### config.mk
export PLATFORM = sky130hd
export DESIGN_NAME = tco_timer8
export DESIGN_NICKNAME = d
export VERILOG_FILES = /design/src/core/tco_pkg.sv /design/src/core/tco_timer8.sv
export SDC_FILE = /design/constraint.sdc
export NUM_CORES = 1
export LEC_CHECK = 0
export BUFFER_PORTS_ARGS = -buffer_cell sky130_fd_sc_hd__buf_4
export CORE_UTILIZATION = 42
export CTS_BUF_LIST = sky130_fd_sc_hd__clkbuf_4 sky130_fd_sc_hd__clkbuf_8
export DETAILED_ROUTE_END_ITERATION = 10
export GPL_ROUTABILITY_DRIVEN = 0
export GPL_TIMING_DRIVEN = 0
export SYNTH_ARGS = -nofsm -noshare
export SYNTH_HDL_FRONTEND = slang
export SYNTH_SLANG_ARGS = --single-unit
### constraint.sdc
create_clock -name clk -period 5.6 [get_ports clk]
set_clock_uncertainty 0.2 [all_clocks]
set_input_delay 0.28 -clock clk [delete_from_list [all_inputs] [get_ports clk]]
set_output_delay 0.28 -clock clk [all_outputs]
set_load 0.005 [all_outputs]
### src/core/tco_pkg.sv
package tco_pkg;

    // ------------------------------------------------------------
    // Register offsets (byte addresses, one aligned word each)
    // ------------------------------------------------------------
    localparam logic [7:0] OFS_CTRL   = 8'h00;
    localparam logic [7:0] OFS_COUNT  = 8'h04;
    localparam logic [7:0] OFS_CMP_A  = 8'h08;
    localparam logic [7:0] OFS_CMP_B  = 8'h0c;
    localparam logic [7:0] OFS_FLAGS  = 8'h10;
    localparam logic [7:0] OFS_FORCE  = 8'h14;
    localparam logic [7:0] OFS_PORT   = 8'h18;
    localparam logic [7:0] OFS_STATUS = 8'h1c;

    // ------------------------------------------------------------
    // Field positions
    // ------------------------------------------------------------
    localparam int FLAG_OVF_BIT   = 0;
    localparam int FLAG_CMP_LSB   = 1;
    localparam int STAT_LATCH_LSB = 0;
    localparam int STAT_CNT_LSB   = 8;

    // ------------------------------------------------------------
    // Values after reset
    // ------------------------------------------------------------
    localparam logic [9:0] CTRL_RST  = 10'h000;
    localparam logic [7:0] COUNT_RST = 8'h00;
    localparam logic [7:0] CMP_RST   = 8'h00;
    localparam logic [3:0] PORT_RST  = 4'h0;
    localparam logic       LATCH_RST = 1'b0;

    // ------------------------------------------------------------
    // Modes and encodings
    // ------------------------------------------------------------
    localparam logic [2:0] WGM_NORMAL   = 3'h0;
    localparam logic [2:0] WGM_CTC      = 3'h2;
    localparam logic [2:0] WGM_FAST_CMP = 3'h7;
    localparam logic [1:0] COM_OFF      = 2'h0;
    localparam logic [1:0] COM_TOGGLE   = 2'h1;
    localparam logic [1:0] COM_CLEAR    = 2'h2;
    localparam logic [1:0] COM_SET      = 2'h3;
    localparam logic [7:0] CNT_MAX      = 8'hff;
    localparam logic [7:0] CNT_BOTTOM   = 8'h00;

    // ------------------------------------------------------------
    // Prescaler: clock select codes and divider masks
    // ------------------------------------------------------------
    localparam logic [2:0] CS_STOP   = 3'h0;
    localparam logic [2:0] CS_DIV1   = 3'h1;
    localparam logic [2:0] CS_DIV8   = 3'h2;
    localparam logic [2:0] CS_DIV64  = 3'h3;
    localparam logic [2:0] CS_DIV256 = 3'h4;
    localparam logic [2:0] CS_DIV1K  = 3'h5;
    localparam logic [9:0] MASK_8    = 10'h007;
    localparam logic [9:0] MASK_64   = 10'h03f;
    localparam logic [9:0] MASK_256  = 10'h0ff;
    localparam logic [9:0] MASK_1K   = 10'h3ff;

    localparam logic [1:0] RESP_OKAY   = 2'h0;
    localparam logic [1:0] RESP_SLVERR = 2'h2;

    // ------------------------------------------------------------
    // Carriers
    // ------------------------------------------------------------
    typedef struct packed {
        logic [2:0] cs;
        logic [2:0] wgm;
        logic [1:0] com_b;
        logic [1:0] com_a;
    } tco_ctrl_t;

    typedef struct packed {
        logic [1:0] dir;
        logic [1:0] out;
    } tco_port_t;

endpackage

### src/core/tco_timer8.sv
`timescale 1ns/10ps

module tco_timer8
    import tco_pkg::*;
#(
    parameter int ADDR_W = 8
) (
    input  wire logic              clk,
    input  wire logic              rst_n,
    input  wire logic [ADDR_W-1:0] s_axi_awaddr,
    input  wire logic              s_axi_awvalid,
    output logic                   s_axi_awready,
    input  wire logic [31:0]       s_axi_wdata,
    input  wire logic [3:0]        s_axi_wstrb,
    input  wire logic              s_axi_wvalid,
    output logic                   s_axi_wready,
    output logic [1:0]             s_axi_bresp,
    output logic                   s_axi_bvalid,
    input  wire logic              s_axi_bready,
    input  wire logic [ADDR_W-1:0] s_axi_araddr,
    input  wire logic              s_axi_arvalid,
    output logic                   s_axi_arready,
    output logic [31:0]            s_axi_rdata,
    output logic [1:0]             s_axi_rresp,
    output logic                   s_axi_rvalid,
    input  wire logic              s_axi_rready,
    output logic [1:0]             pin_out,
    output logic [1:0]             pin_oe
);

    // ------------------------------------------------------------
    // Byte-lane merge
    // ------------------------------------------------------------
    function automatic logic [31:0] tco_merge(input logic [31:0] old_w, input logic [31:0] new_w,
                                              input logic [3:0] strb);
        logic [31:0] res;
        res = old_w;
        for (int b = 0; b < 4; b++) begin
            if (strb[b]) begin
                res[b*8 +: 8] = new_w[b*8 +: 8];
            end
        end
        return res;
    endfunction

    // ------------------------------------------------------------
    // AXI4-Lite slave
    // ------------------------------------------------------------
    logic              aw_full_reg;
    logic              w_full_reg;
    logic [ADDR_W-1:0] awaddr_reg;
    logic [31:0]       wdata_reg;
    logic [3:0]        wstrb_reg;
    logic              do_wr;
    logic [7:0]        wr_ofs;
    logic [7:0]        rd_ofs;
    logic [31:0]       rd_word;
    logic              rd_hit;
    logic              wr_hit;

    assign do_wr  = aw_full_reg && w_full_reg && !s_axi_bvalid;
    assign wr_ofs = 8'(awaddr_reg & ~ADDR_W'(3));
    assign rd_ofs = 8'(s_axi_araddr & ~ADDR_W'(3));
    assign wr_hit = (wr_ofs[7:5] == 3'h0);
    assign rd_hit = (rd_ofs[7:5] == 3'h0);

    always_ff @(posedge clk or negedge rst_n) begin
        if (!rst_n) begin
            aw_full_reg   <= 1'b0;
            awaddr_reg    <= '0;
            s_axi_awready <= 1'b1;
        end else if (s_axi_awvalid && s_axi_awready) begin
            aw_full_reg   <= 1'b1;
            awaddr_reg    <= s_axi_awaddr;
            s_axi_awready <= 1'b0;
        end else if (do_wr) begin
            aw_full_reg   <= 1'b0;
        end else if (s_axi_bvalid && s_axi_bready) begin
            s_axi_awready <= 1'b1;
        end
    end

    always_ff @(posedge clk or negedge rst_n) begin
        if (!rst_n) begin
            w_full_reg   <= 1'b0;
            wdata_reg    <= '0;
            wstrb_reg    <= '0;
            s_axi_wready <= 1'b1;
        end else if (s_axi_wvalid && s_axi_wready) begin
            w_full_reg   <= 1'b1;
            wdata_reg    <= s_axi_wdata;
            wstrb_reg    <= s_axi_wstrb;
            s_axi_wready <= 1'b0;
        end else if (do_wr) begin
            w_full_reg   <= 1'b0;
        end else if (s_axi_bvalid && s_axi_bready) begin
            s_axi_wready <= 1'b1;
        end
    end

    always_ff @(posedge clk or negedge rst_n) begin
        if (!rst_n) begin
            s_axi_bvalid <= 1'b0;
            s_axi_bresp  <= RESP_OKAY;
        end else if (do_wr) begin
            s_axi_bvalid <= 1'b1;
            s_axi_bresp  <= wr_hit ? RESP_OKAY : RESP_SLVERR;
        end else if (s_axi_bready) begin
            s_axi_bvalid <= 1'b0;
        end
    end

    always_ff @(posedge clk or negedge rst_n) begin
        if (!rst_n) begin
            s_axi_arready <= 1'b1;
            s_axi_rvalid  <= 1'b0;
            s_axi_rdata   <= '0;
            s_axi_rresp   <= RESP_OKAY;
        end else if (s_axi_arvalid && s_axi_arready) begin
            s_axi_arready <= 1'b0;
            s_axi_rvalid  <= 1'b1;
            s_axi_rdata   <= rd_word;
            s_axi_rresp   <= rd_hit ? RESP_OKAY : RESP_SLVERR;
        end else if (s_axi_rvalid && s_axi_rready) begin
            s_axi_arready <= 1'b1;
            s_axi_rvalid  <= 1'b0;
        end
    end

    // ------------------------------------------------------------
    // Software registers
    // ------------------------------------------------------------
    tco_ctrl_t   ctrl_reg;
    tco_port_t   port_reg;
    logic [7:0]  cmp_reg [2];
    logic [7:0]  cnt_reg;
    logic [7:0]  cnt_next;
    logic        ovf_reg;
    logic [1:0]  flag_reg;
    logic [1:0]  latch_reg;
    logic [1:0]  com [2];
    logic        cnt_wr;
    logic        flag_wr;
    logic [1:0]  force_wr;
    logic [31:0] wr_merged;

    assign com[0]    = ctrl_reg.com_a;
    assign com[1]    = ctrl_reg.com_b;
    assign wr_merged = tco_merge(32'h0000_0000, wdata_reg, wstrb_reg);
    assign cnt_wr    = do_wr && (wr_ofs == OFS_COUNT) && wstrb_reg[0];
    assign flag_wr   = do_wr && (wr_ofs == OFS_FLAGS);
    assign force_wr  = (do_wr && (wr_ofs == OFS_FORCE)) ? wr_merged[1:0] : 2'h0;

    always_ff @(posedge clk or negedge rst_n) begin
        if (!rst_n) begin
            ctrl_reg   <= tco_ctrl_t'(CTRL_RST);
            port_reg   <= tco_port_t'(PORT_RST);
            cmp_reg[0] <= CMP_RST;
            cmp_reg[1] <= CMP_RST;
        end else if (do_wr) begin
            case (wr_ofs)
                OFS_CTRL: begin
                    ctrl_reg <= tco_ctrl_t'(10'(tco_merge(32'(ctrl_reg), wdata_reg, wstrb_reg)));
                end
                // Compare values are unbuffered: a value below the count waits for the wrap
                OFS_CMP_A: begin
                    cmp_reg[0] <= wstrb_reg[0] ? wdata_reg[7:0] : cmp_reg[0];
                end
                OFS_CMP_B: begin
                    cmp_reg[1] <= wstrb_reg[0] ? wdata_reg[7:0] : cmp_reg[1];
                end
                OFS_PORT: begin
                    port_reg <= wstrb_reg[0] ? tco_port_t'(wdata_reg[3:0]) : port_reg;
                end
                default: begin
                    ctrl_reg <= ctrl_reg;
                end
            endcase
        end
    end

    always_comb begin
        rd_word = 32'h0000_0000;
        case (rd_ofs)
            OFS_CTRL:   rd_word = 32'(ctrl_reg);
            OFS_COUNT:  rd_word = 32'(cnt_reg);
            OFS_CMP_A:  rd_word = 32'(cmp_reg[0]);
            OFS_CMP_B:  rd_word = 32'(cmp_reg[1]);
            OFS_FLAGS:  rd_word = 32'({flag_reg, ovf_reg});
            OFS_PORT:   rd_word = 32'(port_reg);
            OFS_STATUS: rd_word = 32'({cnt_reg, 6'h00, latch_reg});
            default:    rd_word = 32'h0000_0000;
        endcase
    end

    // ------------------------------------------------------------
    // Prescaler
    // ------------------------------------------------------------
    logic [9:0] presc_reg;
    logic       tick;

    always_ff @(posedge clk or negedge rst_n) begin
        if (!rst_n) begin
            presc_reg <= 10'h000;
        end else begin
            presc_reg <= presc_reg + 10'h001;
        end
    end

    // Codes 6 and 7 (external source) have no pin here, so they stop the timer
    always_comb begin
        case (ctrl_reg.cs)
            CS_DIV1:   tick = 1'b1;
            CS_DIV8:   tick = ((presc_reg & MASK_8) == MASK_8);
            CS_DIV64:  tick = ((presc_reg & MASK_64) == MASK_64);
            CS_DIV256: tick = ((presc_reg & MASK_256) == MASK_256);
            CS_DIV1K:  tick = (presc_reg == MASK_1K);
            default:   tick = 1'b0;
        endcase
    end

    // ------------------------------------------------------------
    // Counter unit
    // ------------------------------------------------------------
    logic       block_reg;
    logic [1:0] match;
    logic       pwm;
    logic       top_clear;
    logic       wrap_ev;
    logic       ovf_set;

    assign pwm = ctrl_reg.wgm[0];
    // Blocking lasts one timer cycle, so a stopped timer keeps it until the first tick
    assign match[0] = tick && !cnt_wr && !block_reg && (cnt_reg == cmp_reg[0]);
    assign match[1] = tick && !cnt_wr && !block_reg && (cnt_reg == cmp_reg[1]);
    // Sequence uses the waveform mode and compare A only, never compare B
    assign top_clear = ((ctrl_reg.wgm == WGM_CTC) && match[0])
                     || ((ctrl_reg.wgm == WGM_FAST_CMP) && (cnt_reg == cmp_reg[0]));
    assign wrap_ev  = tick && !cnt_wr && (top_clear || (cnt_reg == CNT_MAX));
    assign ovf_set  = tick && !cnt_wr && (cnt_reg == CNT_MAX);
    assign cnt_next = top_clear ? CNT_BOTTOM : cnt_reg + 8'h01;

    always_ff @(posedge clk or negedge rst_n) begin
        if (!rst_n) begin
            cnt_reg <= COUNT_RST;
        end else if (cnt_wr) begin
            cnt_reg <= wdata_reg[7:0];
        end else if (tick) begin
            cnt_reg <= cnt_next;
        end
    end

    always_ff @(posedge clk or negedge rst_n) begin
        if (!rst_n) begin
            block_reg <= 1'b0;
        end else if (cnt_wr) begin
            block_reg <= 1'b1;
        end else if (tick) begin
            block_reg <= 1'b0;
        end
    end

    // Set beats a write-one clear in the same cycle
    always_ff @(posedge clk or negedge rst_n) begin
        if (!rst_n) begin
            ovf_reg <= 1'b0;
        end else if (ovf_set) begin
            ovf_reg <= 1'b1;
        end else if (flag_wr && wr_merged[FLAG_OVF_BIT]) begin
            ovf_reg <= 1'b0;
        end
    end

    // ------------------------------------------------------------
    // Compare output channels
    // ------------------------------------------------------------
    for (genvar i = 0; i < 2; i++) begin : g_chan
        always_ff @(posedge clk or negedge rst_n) begin
            if (!rst_n) begin
                flag_reg[i] <= 1'b0;
            end else if (match[i]) begin
                flag_reg[i] <= 1'b1;
            end else if (flag_wr && wr_merged[FLAG_CMP_LSB + i]) begin
                flag_reg[i] <= 1'b0;
            end
        end

        always_ff @(posedge clk or negedge rst_n) begin
            if (!rst_n) begin
                latch_reg[i] <= LATCH_RST;
            end else if (!pwm && (match[i] || force_wr[i])) begin
                case (com[i])
                    COM_TOGGLE: latch_reg[i] <= ~latch_reg[i];
                    COM_CLEAR:  latch_reg[i] <= 1'b0;
                    COM_SET:    latch_reg[i] <= 1'b1;
                    default:    latch_reg[i] <= latch_reg[i];
                endcase
            end else if (pwm && wrap_ev) begin
                // Bottom wins so a compare at top gives a steady level
                case (com[i])
                    COM_CLEAR:  latch_reg[i] <= 1'b1;
                    COM_SET:    latch_reg[i] <= 1'b0;
                    default:    latch_reg[i] <= latch_reg[i];
                endcase
            end else if (pwm && match[i]) begin
                case (com[i])
                    COM_TOGGLE: latch_reg[i] <= (i == 0 && ctrl_reg.wgm[2]) ? ~latch_reg[i] : latch_reg[i];
                    COM_CLEAR:  latch_reg[i] <= 1'b0;
                    COM_SET:    latch_reg[i] <= 1'b1;
                    default:    latch_reg[i] <= latch_reg[i];
                endcase
            end
        end

        // Pin path is registered: one clock behind the latch and port bits
        always_ff @(posedge clk or negedge rst_n) begin
            if (!rst_n) begin
                pin_out[i] <= 1'b0;
                pin_oe[i]  <= 1'b0;
            end else begin
                pin_out[i] <= (com[i] != COM_OFF) ? latch_reg[i] : port_reg.out[i];
                pin_oe[i]  <= port_reg.dir[i];
            end
        end
    end
endmodule

# Yosys cells after proc, flatten, opt, wreduce, memory -nomap -nowiden
# Index checks and enable logic that the tools add are counted.
dict set report totals {
  regBits 121
  latchBits 0
  ram_bits 0
  mem_bits_ro 0
  in_bits 59
  output_inout_bits 45
  n_memories 0
}
dict set report op_classes {
  n_addsub 2
  mul 0
  div_mod_pow 0
  n_lt_le_gt_ge 0
  eq_ne 36
  n_shift 0
  mux 45
  n_bitwise 2
  reduce_logical 65
}
# operator n
set ops {}
lappend ops {{$pmux W16 S7} 1}
lappend ops {{$eq A6 B3 Y1 const B} 6}
lappend ops {{$mux W1} 30}
lappend ops {{$logic_and A1 B1 Y1} 27}
lappend ops {{$eq A6 B2 Y1 const B} 4}
lappend ops {{$mux W8} 3}
lappend ops {{$reduce_bool A2 Y1} 12}
lappend ops {{$reduce_and A3 Y1} 6}
lappend ops {{$eq A8 B8 Y1} 2}
lappend ops {{$eq A8 B8 Y1 const B} 2}
lappend ops {{$logic_not A8 Y1} 2}
lappend ops {{$reduce_bool A3 Y1} 5}
lappend ops {{$eq A3 B3 Y1 const B} 4}
lappend ops {{$eq A6 B1 Y1 const B} 2}
lappend ops {{$add A10 B1 Y10 const B} 1}
lappend ops {{$eq A10 B10 Y1 const B} 1}
lappend ops {{$eq A3 B2 Y1 const B} 3}
lappend ops {{$pmux W1 S3} 3}
lappend ops {{$add A8 B1 Y8 const B} 1}
lappend ops {{$eq A2 B2 Y1 const B} 4}
lappend ops {{$eq A6 B6 Y1 const B} 1}
lappend ops {{$logic_not A3 Y1} 2}
lappend ops {{$mux W2} 3}
lappend ops {{$pmux W1 S2} 3}
lappend ops {{12 further kinds} 22}

# Depth between registers and ports, before layout
dict set report logic_depth {
  ltp_word 15
  depth_mapped 10
  depth_no_buf 9
}

# Least setup slack after synthesis
# Ideal clock, no wire load.
dict set report synth_path {
  path_kind {flip-flop to flip-flop}
  start {register presc_reg[0]}
  end {register latch_reg[0]}
  setup_ns 0.120
  arrival_time_ns 2.488
  path_slack_ns 2.793
  path_stages_with_launch 10
  cell_sequence {dfrtp_1 -> ha_1 -> ha_1 -> nand2_1 -> a222oi_1 -> o21ai_1 -> or4_4 -> o22a_1 -> or3_1 -> and3_1}
}
dict set report synth_via {
  elab_chain_len 12
  elab_cells_between_ends 22
  classes_between {eq/ne: 6; mux: 3; reduce/logical: 13}
}
# element line_no
set synth_rtl {}
lappend synth_rtl {{start, declared} tco_timer8.sv:199} ;# logic [9:0] presc_reg;
lappend synth_rtl {{start signal, assigned} tco_timer8.sv:206} ;# presc_reg <= presc_reg + 10'h001;
lappend synth_rtl {{$eq A10 B10 Y1 (tied with other cells)} tco_timer8.sv:217} ;# CS_DIV1K: tick = (presc_reg == MASK_1K);
lappend synth_rtl {{$pmux W1 S5 *} tco_timer8.sv:212} ;# case (ctrl_reg.cs)
lappend synth_rtl {{$logic_and A1 B1 Y1 *} {tco_timer8.sv:234, tco_timer8.sv:239}}
lappend synth_rtl {{$logic_and A1 B1 Y1 (2 in series)} tco_timer8.sv:234} ;# assign match[0] = tick && !cnt_wr && !block_reg && (cnt_reg == cmp_reg[0]);
lappend synth_rtl {{$logic_and A1 B1 Y1} tco_timer8.sv:237} ;# assign top_clear = ((ctrl_reg.wgm == WGM_CTC) && match[0])
lappend synth_rtl {{$logic_or A1 B1 Y1} tco_timer8.sv:238} ;# || ((ctrl_reg.wgm == WGM_FAST_CMP) && (cnt_reg == cmp_reg[0]));
lappend synth_rtl {{$logic_or A1 B1 Y1} tco_timer8.sv:239} ;# assign wrap_ev = tick && !cnt_wr && (top_clear || (cnt_reg == CNT_MAX));
lappend synth_rtl {{$logic_and A1 B1 Y1} tco_timer8.sv:239}
lappend synth_rtl {{$logic_and A1 B1 Y1} tco_timer8.sv:298} ;# end else if (pwm && wrap_ev) begin
lappend synth_rtl {{$ne A4 B2 Y1 (no line) (tied with other cells)} -}
lappend synth_rtl {{$reduce_and A4 Y1 (no line) or $mux W1 (tied branches)} -}
lappend synth_rtl {{end signal, assigned by index} tco_timer8.sv:296} ;# default: latch_reg[i] <= latch_reg[i];
lappend synth_rtl {{end signal, assigned by index} tco_timer8.sv:303} ;# default: latch_reg[i] <= latch_reg[i];
lappend synth_rtl {{end signal, assigned by index} tco_timer8.sv:307} ;# COM_TOGGLE: latch_reg[i] <= (i == 0 && ctrl_reg.wgm[2]) ? ~latch_reg[i] : latch_reg[i];
lappend synth_rtl {{end, declared} tco_timer8.sv:140} ;# logic [1:0] latch_reg;
# Mark *: on every way between the ends. The rest lies on a longest branch, timed or not.
# A chain may end at the register's enable or synchronous reset.

# Worst setup path after layout
# Same ends and word-level chain as after synthesis.

==> results.py <==
metrics = {
    "synthesis": {
        "ys.flop_type": "dfrtp_1",
        "synth_edf_count": 0,
        "synth-seq-area-share_pct": 50.9,
        "synth.ff_latch_count": 101,
        "synthArstFlopShare_pct": 100,
        "yosysWarningCount": 0,
        "synth_area_mm2": 0.00497,
        "synth_cell_types": 53,
        "synth_area_per_cell_um2": 11.1,
        "syn_inst": 448,
    },
    "clock_network": {
        "cts_root_buf": "clkbuf_8",
        "numCtsBuffers": 9,
        "htree_levels": 3,
        "clk_latency_ps": 370,
        "clk_pin_slew_ps": 90,
        "cts_resized": 0,
        "cts_tree": "yes",
        "clock_sinks": 101,
        "cts_buffer_depth": 2,
        "post-cts-setup-buffers": 0,
    },
    "floorplan": {
        "rows": 39,
        "die_area_mm2": 0.0123,
        "initial_core_util_pct": 43.4,
        "core_mm2": 0.0115,
        "ios": 104,
        "die_w_um": 111,
        "fp.dieH_um": 111,
    },
    "pwr": {
        "sw_frac_of_total_pct": 30.7,
        "pwr-share-clk_pct": 25.0,
        "ir_drop_v": 0.000222,
        "leakage_uw": 0.00290,
        "p_int_uw": 1350,
        "combPwrFrac_pct": 23.4,
        "power_frac_seq_pct": 51.5,
        "power.switching_uw": 597,
        "p_per_area_mw_per_mm2": 318,
    },
    "critical_path": {
        "cp-start-kind": "flop",
        "cp.required_ps": 5670,
        "cp.arrival_ps": 3160,
        "crit_chain": "ha_1, ha_1, nand2_1, a222oi_1, o21ai_1, or4_4, o22a_1, or3_1, and3_1",
        "crit_path_max_fanout": 4,
        "crit_buf_inv": 0,
        "end_kind": "flop",
        "crit_family": "simple AND/OR/NAND/NOR gates",
        "crit_slowest_cell": "or4_4",
        "slowest_delay_ps": 580,
        "timing.critical_path.mode_cell": "ha_1",
        "path_class": "flop to flop",
    },
    "sta": {
        "relSlewSlack_pct": 38.0,
        "min_period_ps": 3100,
        "worstMarginPinSlew_ps": 931,
        "rsz0062_at_grt": "false",
        "setup_slack_ps": 2500,
        "max_freq_mhz": 323,
        "setup_violations": 0,
        "tns_ps": 0,
        "slew_violations": 0,
        "hold_violations": 0,
        "post-route-period-util_pct": 55.3,
    },
    "finish": {
        "area_delta_synth_final_pct": 23.0,
        "final_cell_mix": "98 x dfrtp_1, 72 x buf_4, 53 x mux2_2, 44 x nand2_1",
        "drive_gt1_share_pct": 27.7,
        "nFillCells": 1017,
        "num_antenna_cells": 0,
        "final_common_cell": "dfrtp_1",
        "regArea_mm2": 0.00253,
        "nets": 620,
        "multi_input_area_mm2": 0.00226,
    },
    "placed_design": {
        "dp_hpwl_mm": 8.01,
        "portBuffers": 55,
        "dp_slack_ps": 2500,
    },
    "drt": {
        "wl_per_cell_um": 15.8,
        "avgViaCountPerCell": 5.25,
        "antenna_left": 0,
        "drt_iter0_drc": 173,
        "drc_errors": 0,
        "firstDrtPassIters": 5,
        "vias": 3710,
        "wl_mm": 11.2,
    },
    "grt": {
        "grt_pass1_vias": 3614,
        "overflow": 0,
        "grt_antenna_before_repair": 0,
        "grtUsageTotal_pct": 19.1,
        "grt_max_degree": 102,
        "grt_pass1_wl_mm": 18.7,
    },
    "run_status": {
        "status": "finished clean",
    },
    "flow_run": {
        "drv_cap": 0,
    },
    "hold_path": {
        "holdCritPathClass": "input pin to flop",
    },
}
[tightest hold or removal path, cell delays in order]
cell    delay, ps
buf_4          80
nor4_1         80
nor2_1        110
[timing repair]
action | in CTS | in global routing
hold endpoints to repair | 24 | 98
setup endpoints to repair | 0 | 0
hold buffers | 26 | 1
[logic make-up (layout without fill, tap and decap cells)]
| group | count (synthesis) | after routing | synth area share, % |
|---|---|---|---|
| fa+ha+maj | 3 | 3 | 0.755 |
| compound gates | 72 | 72 | 9.61 |
| flops | 101 | 101 | 50.9 |
| buf+inv | 48 | 146 | 4.98 |
| other cells | 1 | 18 | 0.0754 |
| xor+xnor | 25 | 25 | 4.40 |
| mux | 64 | 64 | 15.7 |
| simple gates | 134 | 134 | 13.5 |
[Yosys cell counts, types with 3 or more instances]
cell / n / area (um2)
mux2_2: 53 / 597
dfrtp_1: 98 / 2450
dfstp_2: 3 / 78.8
ha_1: 3 / 37.5
clkbuf_1: 19 / 71.3
buf_4: 18 / 135
nand3_1: 12 / 60.1
inv_1: 9 / 33.8
xor2_1: 12 / 105
mux4_2: 6 / 135
a22oi_1: 4 / 30.0
nor4b_1: 4 / 35.0
nand4_1: 4 / 25.0
a22o_1: 11 / 96.3
o22ai_1: 3 / 18.8
o21ai_0: 20 / 100
nor2_1: 27 / 101
nand2_1: 44 / 165
nand3b_1: 3 / 22.5
mux2i_1: 5 / 50.1
a21oi_1: 17 / 85.1
and3_1: 9 / 56.3
nor4_1: 3 / 18.8
or4_1: 3 / 22.5
xnor2_1: 13 / 114
or2_2: 3 / 18.8
nand2b_1: 4 / 25.0
nor2b_1: 3 / 18.8
nor3_1: 5 / 25.0
[per-layer routing]
layer	global-route usage [%]	vias to the layer above	part of all wire [%]
met1	25.9	1806	46
li1	-	1786	-
met4	7.02	0	1.7
met2	30.2	103	47
met3	4.21	15	5.7
met5	0	-	0
[power groups by stage]
stage	registers, uW	clock network (uW)	logic (uW)
2_1_floorplan	956	0	318
4_1_cts	1000	505	459
3_3_place_gp	1010	0	430
6_report	1000	487	456
3_5_place_dp	1020	0	440
5_1_grt	1020	530	508
[worst paths after layout]
path / from / slack [ps] / to / cells past startpoint
worst min-delay path: s_axi_araddr[6] / 30 / s_axi_rresp[1] / 3
worst max register to register: presc_reg[0] / 2500 / latch_reg[0] / 9
worst max-delay path: presc_reg[0] / 2500 / latch_reg[0] / 9
max in group asynchronous: rst_n / 4190 / presc_reg[0] / 2
worst min register to register: port_reg[3] / 230 / pin_oe[1] / 0
min in group asynchronous: rst_n / 350 / s_axi_rvalid / 2
[metrics by stage]
step	util, %	cells	hold slack, ps	area [um2]	total power [uW]
floorplan	-	465	-216	5040	1270
global placement	49.1	663	195	5630	1440
detailed placement	49.1	663	201	5630	1460
CTS	53.2	705	13.4	6100	1970
global route	53.3	706	19.7	6120	2060
finish	53.3	706	27.8	6120	1940
[layout make-up]
class                      count  share of cell area (%)
clock inverter                 3                   0.695
clock buffer                  13                    2.82
buffer                        39                    3.50
sequential                   101                    41.4
tap                          143                    2.92
inverter                       9                   0.552
multi-input combinational    316                    36.9
timing repair buffer          82                    11.2
Note: power is estimated with default switching activity, not from simulation.
